### src/exprs_pkg.sv
package exprs_pkg;

  // ---------------------------------------------------------------------------
  // Register selection on the coprocessor move port
  // ---------------------------------------------------------------------------
  typedef enum logic [1:0] {
    EXPRS_SEL_RESUME = 2'b00,
    EXPRS_SEL_NESTED = 2'b01,
    EXPRS_SEL_NSTATE = 2'b10,
    EXPRS_SEL_IDENT  = 2'b11
  } exprs_sel_e;

  // ---------------------------------------------------------------------------
  // Exception classes as seen by this block
  // ---------------------------------------------------------------------------
  typedef enum logic [1:0] {
    EXPRS_EXC_NORMAL = 2'b00,   // Loads resume address when level flag clear
    EXPRS_EXC_ERROR  = 2'b01,   // Reset, soft reset, nmi, cache error
    EXPRS_EXC_DEBUG  = 2'b10,   // Debug exception
    EXPRS_EXC_NONE   = 2'b11
  } exprs_exc_e;

  // ---------------------------------------------------------------------------
  // Field positions
  // ---------------------------------------------------------------------------
  localparam int          EXPRS_NEST_ERL_BIT = 2;
  localparam int          EXPRS_NEST_EXL_BIT = 1;
  localparam int          EXPRS_ID_OPT_LSB   = 24;
  localparam int          EXPRS_ID_VEND_LSB  = 16;
  localparam int          EXPRS_ID_CORE_LSB  = 8;
  localparam int          EXPRS_REV_MAJ_LSB  = 5;
  localparam int          EXPRS_REV_MIN_LSB  = 2;
  localparam logic [31:0] EXPRS_ZERO32       = 32'h0000_0000;
  localparam logic [7:0]  EXPRS_OPT_MAX      = 8'h7f;

endpackage : exprs_pkg

### src/exprs_ident_rom.sv
`timescale 1ns/1ps
// Identification word builder; the word is held in a register
module exprs_ident_rom
  import exprs_pkg::*;
#(
  parameter logic [7:0] VENDOR_OPTION = 8'h00,
  parameter logic [7:0] VENDOR_CODE   = 8'h5a,  // Arbitrary value
  parameter logic [7:0] CORE_TYPE     = 8'h3c,  // Arbitrary value
  parameter logic [2:0] REV_MAJOR     = 3'h0,
  parameter logic [2:0] REV_MINOR     = 3'h0,
  parameter logic [1:0] REV_PATCH     = 2'h0
) (
  // Clock and reset
  input  wire logic        ref_clk,
  input  wire logic        sys_rst,
  // Word out
  output logic [31:0]      ident_word
);

  typedef struct packed {
    logic [31:0] word;
  } exprs_rom_s;

  exprs_rom_s st, next_st;

  // ---------------------------------------------------------------------------
  // Field packing
  // ---------------------------------------------------------------------------
  // Option byte above the allowed range is clipped to keep supplier codes out
  always_comb begin
    next_st = st;
    next_st.word = EXPRS_ZERO32;
    next_st.word[EXPRS_ID_OPT_LSB +: 8] = (VENDOR_OPTION > EXPRS_OPT_MAX) ? EXPRS_OPT_MAX
                                                                           : VENDOR_OPTION;
    next_st.word[EXPRS_ID_VEND_LSB +: 8] = VENDOR_CODE;
    next_st.word[EXPRS_ID_CORE_LSB +: 8] = CORE_TYPE;
    next_st.word[EXPRS_REV_MAJ_LSB +: 3] = REV_MAJOR;
    next_st.word[EXPRS_REV_MIN_LSB +: 3] = REV_MINOR;
    next_st.word[1:0]                    = REV_PATCH;
  end

  always_ff @(posedge ref_clk) begin
    if (sys_rst) begin
      st <= '0;
    end else begin
      st <= next_st;
    end
  end

  assign ident_word = st.word;

endmodule : exprs_ident_rom

### src/exprs_exception_state.sv
`timescale 1ns/1ps
// What this block does
// - Copy prior error flag into nested bit 2
// - Copy prior exception flag into bit 1
// - Error, debug classes keep nested address, exception bit
// - Nested state other bits read zero
// - Resume address bits 31:1 significant, software writable
// - Load fault address or branch address, delay
// - Exception level set blocks hardware resume load
// - Read returns address bits 31:1, mode bit in bit 0
// - Write loads address, clears bit0, sets mode
// - Nested address captured on every normal exception
// - Return instructions never use nested address
// - Presence bit shows nested registers exist
// - Identification holds option, vendor, core, revision
// - Revision splits major, minor, patch fields
module exprs_exception_state
  import exprs_pkg::*;
#(
  parameter bit         NESTED_PRESENT = 1'b1,
  parameter logic [7:0] VENDOR_OPTION  = 8'h00,
  parameter logic [7:0] VENDOR_CODE    = 8'h5a,  // Arbitrary value
  parameter logic [7:0] CORE_TYPE      = 8'h3c,  // Arbitrary value
  parameter logic [2:0] REV_MAJOR      = 3'h0,
  parameter logic [2:0] REV_MINOR      = 3'h0,
  parameter logic [1:0] REV_PATCH      = 2'h0
) (
  // Clock and reset
  input  wire logic        ref_clk,
  input  wire logic        sys_rst,
  // Exception accept from the pipeline
  input  wire logic        exc_accept,
  input  wire logic [1:0]  exc_class,
  input  wire logic [31:0] exc_fault_addr,
  input  wire logic [31:0] exc_branch_addr,
  input  wire logic        exc_in_delay_slot,
  // Status flags before the exception
  input  wire logic        exception_level_flag,
  input  wire logic        error_level_flag,
  // Current instruction set mode
  input  wire logic [1:0]  instruction_set_select,
  // Coprocessor move port
  input  wire logic        coproc_read_instr,
  input  wire logic        coproc_write_instr,
  input  wire logic [1:0]  coproc_sel,
  input  wire logic [31:0] coproc_wdata,
  // Results
  output logic [31:0]      coproc_rdata,
  output logic             coproc_rvalid,
  output logic [31:0]      return_address,
  output logic             branch_delay_set,
  output logic             mode_write,
  output logic [1:0]       next_mode,
  output logic             nested_fault_present_bit
);

  typedef struct packed {
    logic [31:0] resume;
    logic [31:0] nested;
    logic        nest_erl;
    logic        nest_exl;
    logic [31:0] rdata;
    logic        rvalid;
    logic        bd;
    logic        mwr;
    logic [1:0]  mode;
    logic        nf;
  } exprs_state_s;

  exprs_state_s st, next_st;
  logic [31:0]  ident_word;
  logic [31:0]  cap_addr;
  logic         normal_exc;

  // ---------------------------------------------------------------------------
  // Identification word
  // ---------------------------------------------------------------------------
  exprs_ident_rom #(
    .VENDOR_OPTION (VENDOR_OPTION),
    .VENDOR_CODE   (VENDOR_CODE),
    .CORE_TYPE     (CORE_TYPE),
    .REV_MAJOR     (REV_MAJOR),
    .REV_MINOR     (REV_MINOR),
    .REV_PATCH     (REV_PATCH)
  ) u_ident (
    .ref_clk    (ref_clk),
    .sys_rst    (sys_rst),
    .ident_word (ident_word)
  );

  // Reads of resume registers splice the mode bit into bit 0
  function automatic logic [31:0] with_mode(input logic [31:0] a, input logic [1:0] m);
    with_mode = {a[31:1], m[0]};
  endfunction : with_mode

  // Branch in a delay slot reports the branch so the retry re-runs it
  assign cap_addr   = exc_in_delay_slot ? exc_branch_addr : exc_fault_addr;
  assign normal_exc = exc_accept && (exc_class == EXPRS_EXC_NORMAL);

  // ---------------------------------------------------------------------------
  // Next state
  // ---------------------------------------------------------------------------
  always_comb begin
    next_st        = st;
    next_st.rvalid = 1'b0;
    next_st.bd     = 1'b0;
    next_st.mwr    = 1'b0;
    next_st.nf     = NESTED_PRESENT;
    // Software writes first; a same-cycle normal exception overrides below, but leaves a resume write when the level flag is set
    if (coproc_write_instr) begin
      if (coproc_sel == EXPRS_SEL_RESUME) begin
        next_st.resume = {coproc_wdata[31:1], 1'b0};
        next_st.mwr    = 1'b1;
        next_st.mode   = {1'b0, coproc_wdata[0]};
      end else if (coproc_sel == EXPRS_SEL_NESTED && NESTED_PRESENT) begin
        next_st.nested = {coproc_wdata[31:1], 1'b0};
        next_st.mwr    = 1'b1;
        next_st.mode   = {1'b0, coproc_wdata[0]};
      end
      // Nested state and identification ignore writes
    end
    if (normal_exc) begin
      if (!exception_level_flag) begin
        next_st.resume = cap_addr;
        next_st.bd     = exc_in_delay_slot;
      end
      if (NESTED_PRESENT) begin
        next_st.nested   = cap_addr;
        next_st.nest_exl = exception_level_flag;
        next_st.nest_erl = error_level_flag;
      end
    end
    // Error classes raise the error flag, so only its prior copy is taken;
    // the nested address and exception copy stay, debug changes nothing
    if (exc_accept && (exc_class == EXPRS_EXC_ERROR) && NESTED_PRESENT) begin
      next_st.nest_erl = error_level_flag;
    end
    if (coproc_read_instr) begin
      next_st.rvalid = 1'b1;
      if (coproc_sel == EXPRS_SEL_RESUME) begin
        next_st.rdata = with_mode(st.resume, instruction_set_select);
      end else if (coproc_sel == EXPRS_SEL_NESTED) begin
        next_st.rdata = NESTED_PRESENT ? with_mode(st.nested, instruction_set_select) : EXPRS_ZERO32;
      end else if (coproc_sel == EXPRS_SEL_NSTATE) begin
        next_st.rdata = EXPRS_ZERO32;
        next_st.rdata[EXPRS_NEST_ERL_BIT] = st.nest_erl & NESTED_PRESENT;
        next_st.rdata[EXPRS_NEST_EXL_BIT] = st.nest_exl & NESTED_PRESENT;
      end else begin
        next_st.rdata = ident_word;
      end
    end
  end

  // ---------------------------------------------------------------------------
  // State register
  // ---------------------------------------------------------------------------
  always_ff @(posedge ref_clk) begin
    if (sys_rst) begin
      st <= '0;
    end else begin
      st <= next_st;
    end
  end

  // Return instructions see only the primary resume address
  assign coproc_rdata             = st.rdata;
  assign coproc_rvalid            = st.rvalid;
  assign return_address           = st.resume;
  assign branch_delay_set         = st.bd;
  assign mode_write               = st.mwr;
  assign next_mode                = st.mode;
  assign nested_fault_present_bit = st.nf;

endmodule : exprs_exception_state

### config.mk
export PLATFORM = sky130hd
export DESIGN_NAME = exprs_exception_state
export DESIGN_NICKNAME = d
export VERILOG_FILES = /design/src/exprs_pkg.sv /design/src/exprs_ident_rom.sv /design/src/exprs_exception_state.sv
export SDC_FILE = /design/constraint.sdc
export NUM_CORES = 1
export LEC_CHECK = 0
export ABC_AREA = 1
export BUFFER_PORTS_ARGS = -buffer_cell sky130_fd_sc_hd__buf_4
export CAP_MARGIN = 5
export CORE_MARGIN = 5
export CORE_UTILIZATION = 40
export CTS_CLUSTER_DIAMETER = 100
export DETAILED_ROUTE_END_ITERATION = 16
export GPL_TIMING_DRIVEN = 0
export HOLD_SLACK_MARGIN = 0.02
export PLACE_DENSITY = 0.67
export RECOVER_POWER = 100
export SETUP_SLACK_MARGIN = 0.3
export SYNTH_ARGS = -nofsm -noshare
export SYNTH_HDL_FRONTEND = slang
export SYNTH_SLANG_ARGS = --single-unit
### constraint.sdc
create_clock -name ref_clk -period 1.3 [get_ports ref_clk]
set_input_delay 0.065 -clock ref_clk [delete_from_list [all_inputs] [get_ports ref_clk]]
set_output_delay 0.065 -clock ref_clk [all_outputs]
set_load 0.01 [all_outputs]
* Word-level counts from Yosys, hierarchy flattened
Index checks and enable logic that the tools add are counted.
** Operators by class
- Equality and inequality tests :: 4
- Mux-type cells :: 16
- Bitwise logic cells :: 2
- Reductions and logical operators :: 12
** Operators with widths (number)
- $mux W32 :: 7
- $mux W66 :: 1
- $mux W64 :: 1
- $mux W23 :: 2
- $reduce_bool A2 Y1 :: 4
- $mux W3 :: 2
- $eq A2 B1 Y1 const B :: 2
- $logic_not A2 Y1 :: 2
- $mux W1 :: 3
- $reduce_and A3 Y1 :: 1
- $reduce_or A3 Y1 :: 1
- $eq A2 B2 Y1 const B :: 1
- $logic_and A1 B1 Y1 :: 2
- $ne A2 B2 Y1 const B :: 1
- $not A1 Y1 :: 2
- $reduce_and A2 Y1 :: 1
- $reduce_or A2 Y1 :: 1
** Storage, ports and cells
- Register bits :: 127
- Word-level logic and storage cells :: 45

* Logic depth before layout (Yosys ltp)
Gate-level depths: netlist of the first run.
- Depth after elaboration :: 7
- Depth in mapped cells :: 9
- Mapped depth without buffers :: 7

* By module
Synthesis of the first run repeated with hierarchy kept, for this count alone.
** Second synthesis, totals
- Cells, all modules :: 1023
- Area, all modules :: 6274.8 um^2
** Modules (own cells, without submodules)
- exprs_exception_state :: instances 1, cells an instance 989, area each 6014.5 um^2, seq. area each 2042.0 um^2
- exprs_ident_rom :: instances 1, cells an instance 34, area each 260.2 um^2, seq. area each 20.0 um^2

* Least setup slack after synthesis of the first run
No wires, ideal clock.
- Path kind :: input port to flip-flop
- Start point :: input port coproc_sel[1]
- End point :: register st (netlist bit return_address[10])
- Setup time :: 0.117 ns
- Data arrival time :: 0.860 ns
- Required time :: 1.183 ns
- Path slack :: 0.323 ns
- Cell stages on the path :: 7
- Buffers on the path :: 1
- Path through :: buf_4 inv_2 nand2_1 nor2_1 o21ai_0 nor2_1 nor2_1
** Between the ends
- Longest elaborated chain between the ends :: 5
** RTL lines
- start: declaration :: RTL line exprs_exception_state.sv:45 : input wire logic [1:0] coproc_sel,
- $logic_not A2 Y1 (*) :: RTL line exprs_exception_state.sv:111 : if (coproc_sel == EXPRS_SEL_RESUME) begin
- $mux W32 (*) :: RTL line exprs_exception_state.sv:111
- $mux W64 (*) :: RTL line exprs_exception_state.sv:110 : if (coproc_write_instr) begin
- $mux W32 :: RTL line exprs_exception_state.sv:123 : if (!exception_level_flag) begin
- $mux W66 (*) :: RTL line exprs_exception_state.sv:122 : if (normal_exc) begin
- end signal: assignment :: RTL line exprs_exception_state.sv:161 : st <= next_st;
- end: declaration :: RTL line exprs_exception_state.sv:70 : exprs_state_s st, next_st;
Every way passes the cells marked *; elsewhere a longest branch is shown, timed or not. The select of a mux whose other input is x is not followed.
A chain may end at the register's enable or synchronous reset.

==> qor.json, run 1 <==
{
  "timing.critical_path.to_type": "register",
  "mappedNetlistArea_mm2": 0.00579,
  "crit_fanout": 10,
  "design_area_mm2": 0.00805,
  "drive_gt1_frac": 0.276,
  "cts_tree": "yes",
  "outcome": "completed",
  "vias_per_cell": 4.95,
  "gpl.final_weighted_congestion": 0.958,
  "floorplan.initialDensity": 0.403,
  "globalRouteOverflowTotal": 0,
  "antennaDiodeCount": 0,
  "num-nets-final": 1256,
  "portBuffers": 172,
  "report.final.slew_viol_count": 0,
  "finalWorstPathRequiredPeriod_ns": 1.10,
  "design.core.area_mm2": 0.0144,
  "die_height_um": 130,
  "dr.first_iter.drc_count": 700,
  "path_cells": "clkbuf_1 > inv_1 > clkbuf_1 > o21ai_0 > nor2_1",
  "route.detailed.drc": 0,
  "critical_path_arrival_ns": 1.38,
  "clk_pin_slew_ns": 0.07,
  "synth_area_per_cell_um2": 6.19,
  "pin_count_of_the_biggest_net_entering_global_routing": 17,
  "top_level_ports": 180,
  "timing_worst_setup_path_type": "input pin to register",
  "wl_um": 21400,
  "cellPowerDensity_mw_per_mm2": 1050,
  "die_w_um": 130,
  "critical_path.max_stage_delay_ns": 0.51,
  "cts-root-to-sink-buffers": 2,
  "routed-via-count": 6598,
  "max_frequency_mhz": 911,
  "ant_nets": 0,
  "skew_ns": 0.00396,
  "std_cell_rows": 44,
  "die_area_mm2": 0.0170,
  "final_hold_viols": 0,
  "critical_path.slowest_cell": "sky130_fd_sc_hd__clkbuf_1",
  "max_cap_violations": 0,
  "p_total_mw": 8.49,
  "placedInstanceArea_mm2": 0.00731,
  "grt_first_pass_wirelength_um": 31800,
  "worst_hold_path_type": "input pin to register",
  "ys_seq_elements": 102,
  "globalRouteTotalUtil": 0.243,
  "yosys.cell_types.count": 23,
  "ctsRootBufferMaster": "sky130_fd_sc_hd__clkbuf_16",
  "worst_slack_ns": 0.203,
  "dpl.hpwl_um": 15400,
  "relSlewSlack": 0.560,
  "critical-path-top-cell-by-count": "sky130_fd_sc_hd__clkbuf_1",
  "critical_path_launch_point_type": "input pin",
  "cp.required_ns": 1.58,
  "pre_cts_ws_ns": -0.174,
  "routed_wire_length_per_instance_um": 16.1,
  "synth_seq_area_share": 0.353,
  "clk_latency_ns": 0.35,
  "synth.yosys.warnings": 0,
  "netlist_instances": 934,
  "vdd_ir_drop_max_mv": 0.703,
  "cts.sinks": 102,
  "synth_nets": 1044,
  "grt_setup_unrepaired": "yes",
  "final_min_period_over_clock_period": 0.844,
  "fillerInstances": 1478,
  "final-setup-viol-count": 0,
  "antenna_violations_before_repair": 0,
  "tritoncts.num_buffers": 9,
  "tightest_slew_ns": 0.660,
  "leakagePower_nw": 4.33,
  "first_global_vias": 6032,
  "clock_tree.htree_level_count": 3,
  "area_delta_synth_final_pct": 39.2,
  "drt_pass1_iterations": 5
}
[timing repair]
item	CTS	global route
endpoints found under the setup margin	47	120
hold endpoints to repair	3	0
setup buffers	15	10
hold buffers	4	0
resized for setup	31	103
pin swaps	1	0
[kinds of logic after synthesis]
group,synth area share
AOI/OAI and AO/OA,0.0865
buffers and inverters,0.179
DFF,0.353
other,0.000648
and+or+nand+nor,0.381
[critical path, delay by kind of cell]
kind	cells	cell delay [ns]
and+or+nand+nor	1	0.14
buffers and inverters	3	0.93
AOI/OAI and AO/OA	1	0.24
[layer usage]
layer,global-route usage,share of wire
met1,0.325,0.42
met2,0.382,0.45
met3,0.0442,0.089
met4,0.107,0.034
met5,0,0
[registers in the layout (all words and copies together), names as in the netlist]
register and cells:
st 33, coproc_rdata 32, return_address 32, branch_delay_set 1
coproc_rvalid 1, mode_write 1, next_mode 1, u_ident.ident_word 1
[cells in the mapped netlist]
| cell type | instances | area share |
|---|---|---|
| sky130_fd_sc_hd__conb_1 | 1 | 0.00065 |
| sky130_fd_sc_hd__nand3_1 | 94 | 0.081 |
| sky130_fd_sc_hd__and3_1 | 1 | 0.0011 |
| sky130_fd_sc_hd__a31oi_1 | 2 | 0.0022 |
| sky130_fd_sc_hd__inv_2 | 3 | 0.0019 |
| sky130_fd_sc_hd__nand3_2 | 3 | 0.0052 |
| sky130_fd_sc_hd__a21oi_1 | 11 | 0.0095 |
| sky130_fd_sc_hd__o21ai_1 | 5 | 0.0043 |
| sky130_fd_sc_hd__clkinv_1 | 1 | 0.00065 |
| sky130_fd_sc_hd__nand2_1 | 280 | 0.18 |
| sky130_fd_sc_hd__nor2_1 | 161 | 0.10 |
| sky130_fd_sc_hd__nor3_1 | 1 | 0.00086 |
| sky130_fd_sc_hd__nand2_2 | 1 | 0.0011 |
| sky130_fd_sc_hd__nand4_1 | 1 | 0.0011 |
| sky130_fd_sc_hd__buf_2 | 28 | 0.024 |
| sky130_fd_sc_hd__buf_1 | 3 | 0.0019 |
| sky130_fd_sc_hd__clkbuf_1 | 26 | 0.017 |
| sky130_fd_sc_hd__nor2_4 | 2 | 0.0039 |
| sky130_fd_sc_hd__inv_1 | 68 | 0.044 |
| sky130_fd_sc_hd__buf_4 | 69 | 0.090 |
| sky130_fd_sc_hd__o211ai_1 | 21 | 0.027 |
| sky130_fd_sc_hd__o21ai_0 | 50 | 0.043 |
| sky130_fd_sc_hd__dfxtp_1 | 102 | 0.35 |
[report_power, final]
group / internal [mW] / switching [mW]
registers: 3.30 / 0.0967
clock network: 2.07 / 1.23
logic: 0.858 / 0.936
[path summary, 6_finish.rpt]
path                                                     start                       endpoint  slack (ns)  cells past startpoint
worst min-delay path                          coproc_wdata[24]            st[64]$_SDFFE_PP0P_        0.07                      5
worst max register to register  u_ident.ident_word[20]$_DFF_P_  coproc_rdata[10]$_SDFFE_PP0P_        0.24                      4
worst min register to register   coproc_rdata[26]$_SDFFE_PP0P_  coproc_rdata[26]$_SDFFE_PP0P_        0.48                      2
worst max-delay path                                   sys_rst  return_address[17]$_SDFF_PP0_        0.20                      5
[layout make-up]
type	instances	area [um^2]	area share
Buffer	126	793	0.0985
Clock buffer	9	225	0.0280
Clock inverter	6	135	0.0168
Inverter	72	272	0.0337
Multi-Input combinational cell	634	2700	0.336
Sequential cell	102	2040	0.254
Tap cell	184	230	0.0286
Timing Repair Buffer	201	1650	0.205
[through the flow]
stage	instances	hold WS [ns]	setup TNS, ns	utilization
finish	1334	0.0660	0	0.560
floorplan	934	0.199	0	-
CTS	1324	0.0249	0	0.548
global placement	1290	0.321	-2.19	0.509
detailed placement	1290	0.324	-2.94	0.509
global route	1334	0.0822	0	0.560
[cells in the final DEF, fill, tap and decap left out, types with 19 or more instances in the layout]
| master | synthesis | layout |
|---|---|---|
| sky130_fd_sc_hd__nand2_1 | 280 | 280 |
| sky130_fd_sc_hd__buf_4 | 69 | 209 |
| sky130_fd_sc_hd__nor2_1 | 161 | 160 |
| sky130_fd_sc_hd__dfxtp_1 | 102 | 102 |
| sky130_fd_sc_hd__nand3_1 | 94 | 95 |
| sky130_fd_sc_hd__inv_1 | 68 | 68 |
| sky130_fd_sc_hd__o21ai_0 | 50 | 50 |
| sky130_fd_sc_hd__buf_6 | 0 | 46 |
| sky130_fd_sc_hd__clkbuf_1 | 26 | 29 |
| sky130_fd_sc_hd__o211ai_1 | 21 | 21 |
| sky130_fd_sc_hd__buf_2 | 28 | 19 |
Power figures use the tool's default switching activity.
==> run 2, diff against run 1 <==
PLACE_DENSITY = 0.69   (was 0.67)
clock period = 0.9 ns   (was 1.3 ns; I/O delays follow)
==> qor.json, run 2 (synthesized netlist as in run 1, its figures left out) <==
{
  "switchingPower_mw": 3.61,
  "final_min_period_over_clock_period": 1.08,
  "clock_tree.htree_level_count": 3,
  "seq_area_mm2": 0.00216,
  "drive_gt1_frac": 0.528,
  "std_cell_rows": 44,
  "drt_pass1_iterations": 5,
  "routed_wire_length_per_instance_um": 16.8,
  "fillerInstances": 1295,
  "grt_setup_unrepaired": "yes",
  "clk_pin_slew_ns": 0.08,
  "critical_path.startpoint": "return_address[14]$_SDFF_PP0_",
  "top_level_ports": 180,
  "portBuffers": 172,
  "largest_register_ffs": 33,
  "pin_count_of_the_biggest_net_entering_global_routing": 17,
  "outcome": "complete, but fails checks",
  "tritoncts.num_buffers": 9,
  "clk_latency_ns": 0.36,
  "tightest_slew_ns": 0.643,
  "timing.critical_path.to_type": "primary output",
  "num-nets-final": 1266,
  "ctsRootBufferMaster": "sky130_fd_sc_hd__clkbuf_16",
  "timing_worst_setup_path_type": "register to primary output",
  "hold_path.startpoint": "sys_rst",
  "worst_slack_ns": -0.0742,
  "antennaDiodeCount": 0,
  "clock_group_share_of_total_power": 0.322,
  "cp.required_ns": 0.85,
  "fin_worst_hold_slack_ns": -0.0635,
  "max_frequency_mhz": 1030,
  "die_area_mm2": 0.0170,
  "die_height_um": 130,
  "comb_power_share": 0.264,
  "final_hold_viols": 6,
  "globalRouteOverflowTotal": 0,
  "cellPowerDensity_mw_per_mm2": 1280,
  "critical_path_arrival_ns": 0.93,
  "worst_r2r_startpoint": "return_address[9]$_SDFF_PP0_",
  "vdd_ir_drop_max_mv": 0.813,
  "hold_buffers": 1,
  "area_delta_synth_final_pct": 63.1,
  "max_cap_violations": 0,
  "floorplan.initialDensity": 0.403,
  "report.final.slew_viol_count": 0,
  "routed-via-count": 6778,
  "leakagePower_nw": 4.79,
  "crit_fanout": 2,
  "first_global_vias": 6351,
  "route.detailed.drc": 0,
  "wl_um": 22500,
  "worst_hold_path_type": "input pin to register",
  "power.sequential.fraction": 0.414,
  "vias_per_cell": 5.04,
  "most_common_cell_after_layout_fill_and_taps_aside": "sky130_fd_sc_hd__nand2_1",
  "critical_path_launch_point_type": "register",
  "design.core.area_mm2": 0.0144,
  "cts.sinks": 102,
  "antenna_violations_before_repair": 0,
  "placedInstanceArea_mm2": 0.00763,
  "relSlewSlack": 0.572,
  "gpl.final_weighted_congestion": 0.939,
  "multi_input_area_mm2": 0.00325,
  "most_frequent_cells_in_the_layout": "205 x sky130_fd_sc_hd__nand2_1, 174 x sky130_fd_sc_hd__buf_6, 150 x sky130_fd_sc_hd__nor2_1",
  "design_area_mm2": 0.00944,
  "cts-root-to-sink-buffers": 2,
  "dr.first_iter.drc_count": 557,
  "grt_first_pass_wirelength_um": 33700,
  "cts_tree": "yes",
  "violations": "negative hold slack, negative setup slack",
  "final-setup-viol-count": 67,
  "largest_register": "st",
  "die_w_um": 130,
  "sw_frac_of_total": 0.298,
  "dpl.hpwl_um": 15400,
  "finalWorstPathRequiredPeriod_ns": 0.974,
  "globalRouteTotalUtil": 0.260,
  "ant_nets": 0,
  "internal-power_mw": 8.50,
  "skew_ns": 0.0107
}
-- run 2: per-stage QoR --
stage | instances | util | worst slack, ns | setup TNS [ns] | power (mW)
3_5_place_dp | 1290 | 0.531 | -0.399 | -25.99 | 7.54
5_1_grt | 1345 | 0.657 | -0.0859 | -5.44 | 12.6
2_1_floorplan | 934 | - | 0.0571 | 0 | 6.46
6_report | 1345 | 0.657 | -0.0742 | -2.95 | 12.1
3_3_place_gp | 1290 | 0.531 | -0.384 | -25.85 | 7.53
4_1_cts | 1340 | 0.645 | -0.0692 | -3.22 | 11.9
-- run 2: path summary, 6_finish.rpt --
kind	depth (start not counted)	slack, ns	end
max	2	-0.07	return_address[14]
min	2	-0.06	st[60]$_SDFFE_PP0P_
max reg2reg	5	0.02	coproc_rdata[9]$_SDFFE_PP0P_
min reg2reg	2	0.48	coproc_rdata[0]$_SDFFE_PP0P_
-- run 2: critical path: stages (launching register included) --
cell and delay, ns:
sky130_fd_sc_hd__dfxtp_2 0.35, sky130_fd_sc_hd__buf_6 0.11, sky130_fd_sc_hd__buf_6 0.11
-- run 2: power groups by stage --
| stage | logic, mW | registers, mW | clock network (mW) |
|---|---|---|---|
| floorplan | 1.49 | 4.98 | 0 |
| global placement | 2.50 | 5.02 | 0 |
| detailed placement | 2.52 | 5.02 | 0 |
| CTS | 3.05 | 5.01 | 3.87 |
| global route | 3.45 | 5.04 | 4.09 |
| finish | 3.20 | 5.02 | 3.90 |
-- run 2: layout make-up --
class	count	area share
Tap cell	184	0.0244
Clock inverter	5	0.00345
Multi-Input combinational cell	634	0.345
Buffer	126	0.136
Inverter	72	0.0318
Timing Repair Buffer	211	0.204
Clock buffer	11	0.0268
Sequential cell	102	0.229
-- run 2: routing by layer --
metal / part of all wire / up-vias / GRT usage
li1: - / 3304 / -
met1: 0.41 / 3152 / 0.333
met2: 0.47 / 294 / 0.439
met3: 0.092 / 28 / 0.0508
met4: 0.021 / 0 / 0.0886
met5: 0 / - / 0
-- run 2: what timing repair did --
action,4_1_cts,5_1_grt
setup buffers,33,5
endpoints found under the setup margin,166,169
endpoints found under the hold margin,8,7
pin swaps,58,36
gates cloned,0,0
gates resized for setup,359,115
==> run 3, diff against run 2 <==
CORE_ASPECT_RATIO = 1.4   (was not set)
==> qor.json, run 3 (synthesized netlist as in run 1, its figures left out) <==
{
  "grt.busiest_layer": "met2",
  "cts-root-to-sink-buffers": 2,
  "fillerInstances": 1238,
  "wl_um": 22800,
  "clk_latency_ns": 0.36,
  "antennaDiodeCount": 0,
  "tns_ns": -2.99,
  "routed-via-count": 6839,
  "report.final.slew_viol_count": 0,
  "worst_hold_path_type": "input pin to register",
  "clock_tree.htree_level_count": 3,
  "design.core.area_mm2": 0.0143,
  "worst_slack_ns": -0.0750,
  "tritoncts.num_buffers": 9,
  "violations": "negative hold slack, negative setup slack",
  "timing_worst_setup_path_type": "register to primary output",
  "critical_path_launch_point_type": "register",
  "skew_ns": 0.00769,
  "std_cell_rows": 52,
  "vdd_ir_drop_max_mv": 0.842,
  "cellPowerDensity_mw_per_mm2": 1290,
  "tightest_slew_ns": 0.630,
  "cp.required_ns": 0.85,
  "top_level_ports": 180,
  "die_area_mm2": 0.0170,
  "p_total_mw": 12.3,
  "clock_group_share_of_total_power": 0.330,
  "power.sequential.fraction": 0.408,
  "most_common_cell_after_layout_fill_and_taps_aside": "sky130_fd_sc_hd__nand2_1",
  "final-setup-viol-count": 65,
  "route.detailed.drc": 0,
  "clk_pin_slew_ns": 0.07,
  "most_frequent_cells_in_the_layout": "222 x sky130_fd_sc_hd__nand2_1, 173 x sky130_fd_sc_hd__buf_6, 154 x sky130_fd_sc_hd__nor2_1",
  "globalRouteMet3Util": 0.0453,
  "cts.sinks": 102,
  "antenna_violations_before_repair": 0,
  "crit_fanout": 3,
  "largest_register": "st",
  "fin_worst_hold_slack_ns": -0.0648,
  "leakagePower_nw": 4.89,
  "outcome": "complete, but fails checks",
  "switchingPower_mw": 3.65,
  "drt_pass1_iterations": 7,
  "first_global_vias": 6797,
  "sw_frac_of_total": 0.296,
  "num-nets-final": 1271,
  "multi_input_area_mm2": 0.00329,
  "max_frequency_mhz": 1030,
  "internal-power_mw": 8.65,
  "cts_tree": "yes",
  "dpl.hpwl_um": 15800,
  "vias_per_cell": 5.05,
  "timing.critical_path.to_type": "primary output",
  "max_cap_violations": 0,
  "die_w_um": 112,
  "largest_register_ffs": 33,
  "critical_path_arrival_ns": 0.93,
  "pin_count_of_the_biggest_net_entering_global_routing": 18,
  "routed_wire_length_per_instance_um": 16.8,
  "hold_buffers": 1,
  "ant_nets": 0,
  "grt_setup_unrepaired": "yes",
  "final_hold_viols": 6,
  "ctsRootBufferMaster": "sky130_fd_sc_hd__clkbuf_16",
  "globalRouteTotalUtil": 0.257,
  "portBuffers": 172,
  "die_height_um": 152,
  "globalRouteOverflowTotal": 0,
  "comb_power_share": 0.263,
  "dr.first_iter.drc_count": 385,
  "finalWorstPathRequiredPeriod_ns": 0.975,
  "grtUsageMet1": 0.288,
  "relSlewSlack": 0.580,
  "floorplan.initialDensity": 0.404,
  "design_area_mm2": 0.00954,
  "placedInstanceArea_mm2": 0.00763,
  "grt_util_met2": 0.448,
  "drive_gt1_frac": 0.503,
  "gpl.final_weighted_congestion": 0.922,
  "final_min_period_over_clock_period": 1.08,
  "area_delta_synth_final_pct": 65.0,
  "seq_area_mm2": 0.00214,
  "grt_first_pass_wirelength_um": 34800
}
run 3: cell count changes in the layout (fill, tap and decap cells not counted), moves of 3 or more:
cell	before	now
sky130_fd_sc_hd__nand2_2	72	49
sky130_fd_sc_hd__nand2_1	205	222
sky130_fd_sc_hd__dfxtp_1	6	22
sky130_fd_sc_hd__dfxtp_2	96	80
sky130_fd_sc_hd__nand3_1	48	40
sky130_fd_sc_hd__clkbuf_2	18	12
sky130_fd_sc_hd__nand2_4	4	10
sky130_fd_sc_hd__nand3_2	47	53
sky130_fd_sc_hd__nor2_1	150	154
sky130_fd_sc_hd__nor2_2	9	5
sky130_fd_sc_hd__buf_4	122	125
sky130_fd_sc_hd__inv_2	12	9
run 3: critical path: stages (launching register included):
cell and delay (ns):
sky130_fd_sc_hd__dfxtp_2 0.35, sky130_fd_sc_hd__buf_6 0.12, sky130_fd_sc_hd__buf_6 0.11
run 3: timing repair:
action,CTS,global route
endpoints found under the hold margin,9,6
setup endpoints to repair,165,168
setup buffers,31,12
pin swaps,56,28
resized for setup,372,91
run 3: power groups by stage:
| stage | logic (mW) | clock network (mW) | registers, mW |
|---|---|---|---|
| after detailed placement | 2.53 | 0 | 5.03 |
| after global placement | 2.50 | 0 | 5.02 |
| after global routing | 3.47 | 4.27 | 5.03 |
| after CTS | 3.07 | 4.09 | 5.01 |
| final | 3.23 | 4.05 | 5.01 |
| after floorplan | 1.49 | 0 | 4.98 |
run 3: final cells by class:
type	count	area share
multi-input combinational	634	0.344
sequential	102	0.224
timing repair buffer	216	0.205
buffer	126	0.138
inverter	72	0.0322
tap	189	0.0248
clock buffer	9	0.0236
clock inverter	7	0.00773
run 3: path summary, 6_finish.rpt:
kind                                 start                       endpoint  slack (ns)  depth (start not counted)
min reg2reg   coproc_rdata[8]$_SDFFE_PP0P_   coproc_rdata[8]$_SDFFE_PP0P_        0.49                          2
min                                sys_rst            st[59]$_SDFFE_PP0P_       -0.06                          2
max           return_address[3]$_SDFF_PP0_              return_address[3]       -0.08                          2
max reg2reg  return_address[28]$_SDFF_PP0_  coproc_rdata[28]$_SDFFE_PP0P_           0                          6
run 3: stage by stage:
| step | setup slack [ns] | util | cells |
|---|---|---|---|
| after global routing | -0.0792 | 0.667 | 1355 |
| final | -0.0750 | 0.667 | 1355 |
| after CTS | -0.0696 | 0.650 | 1343 |
| after floorplan | 0.0571 | - | 934 |
| after global placement | -0.399 | 0.533 | 1295 |
| after detailed placement | -0.408 | 0.533 | 1295 |
run 3: metal layers:
layer  wire length (um)  share of wire  vias up
li1                   -              -     3303
met1               8460           0.37     3145
met2              11300           0.49      308
met3               1680          0.074       83
met4               1370          0.060        0
met5                  0              0        -
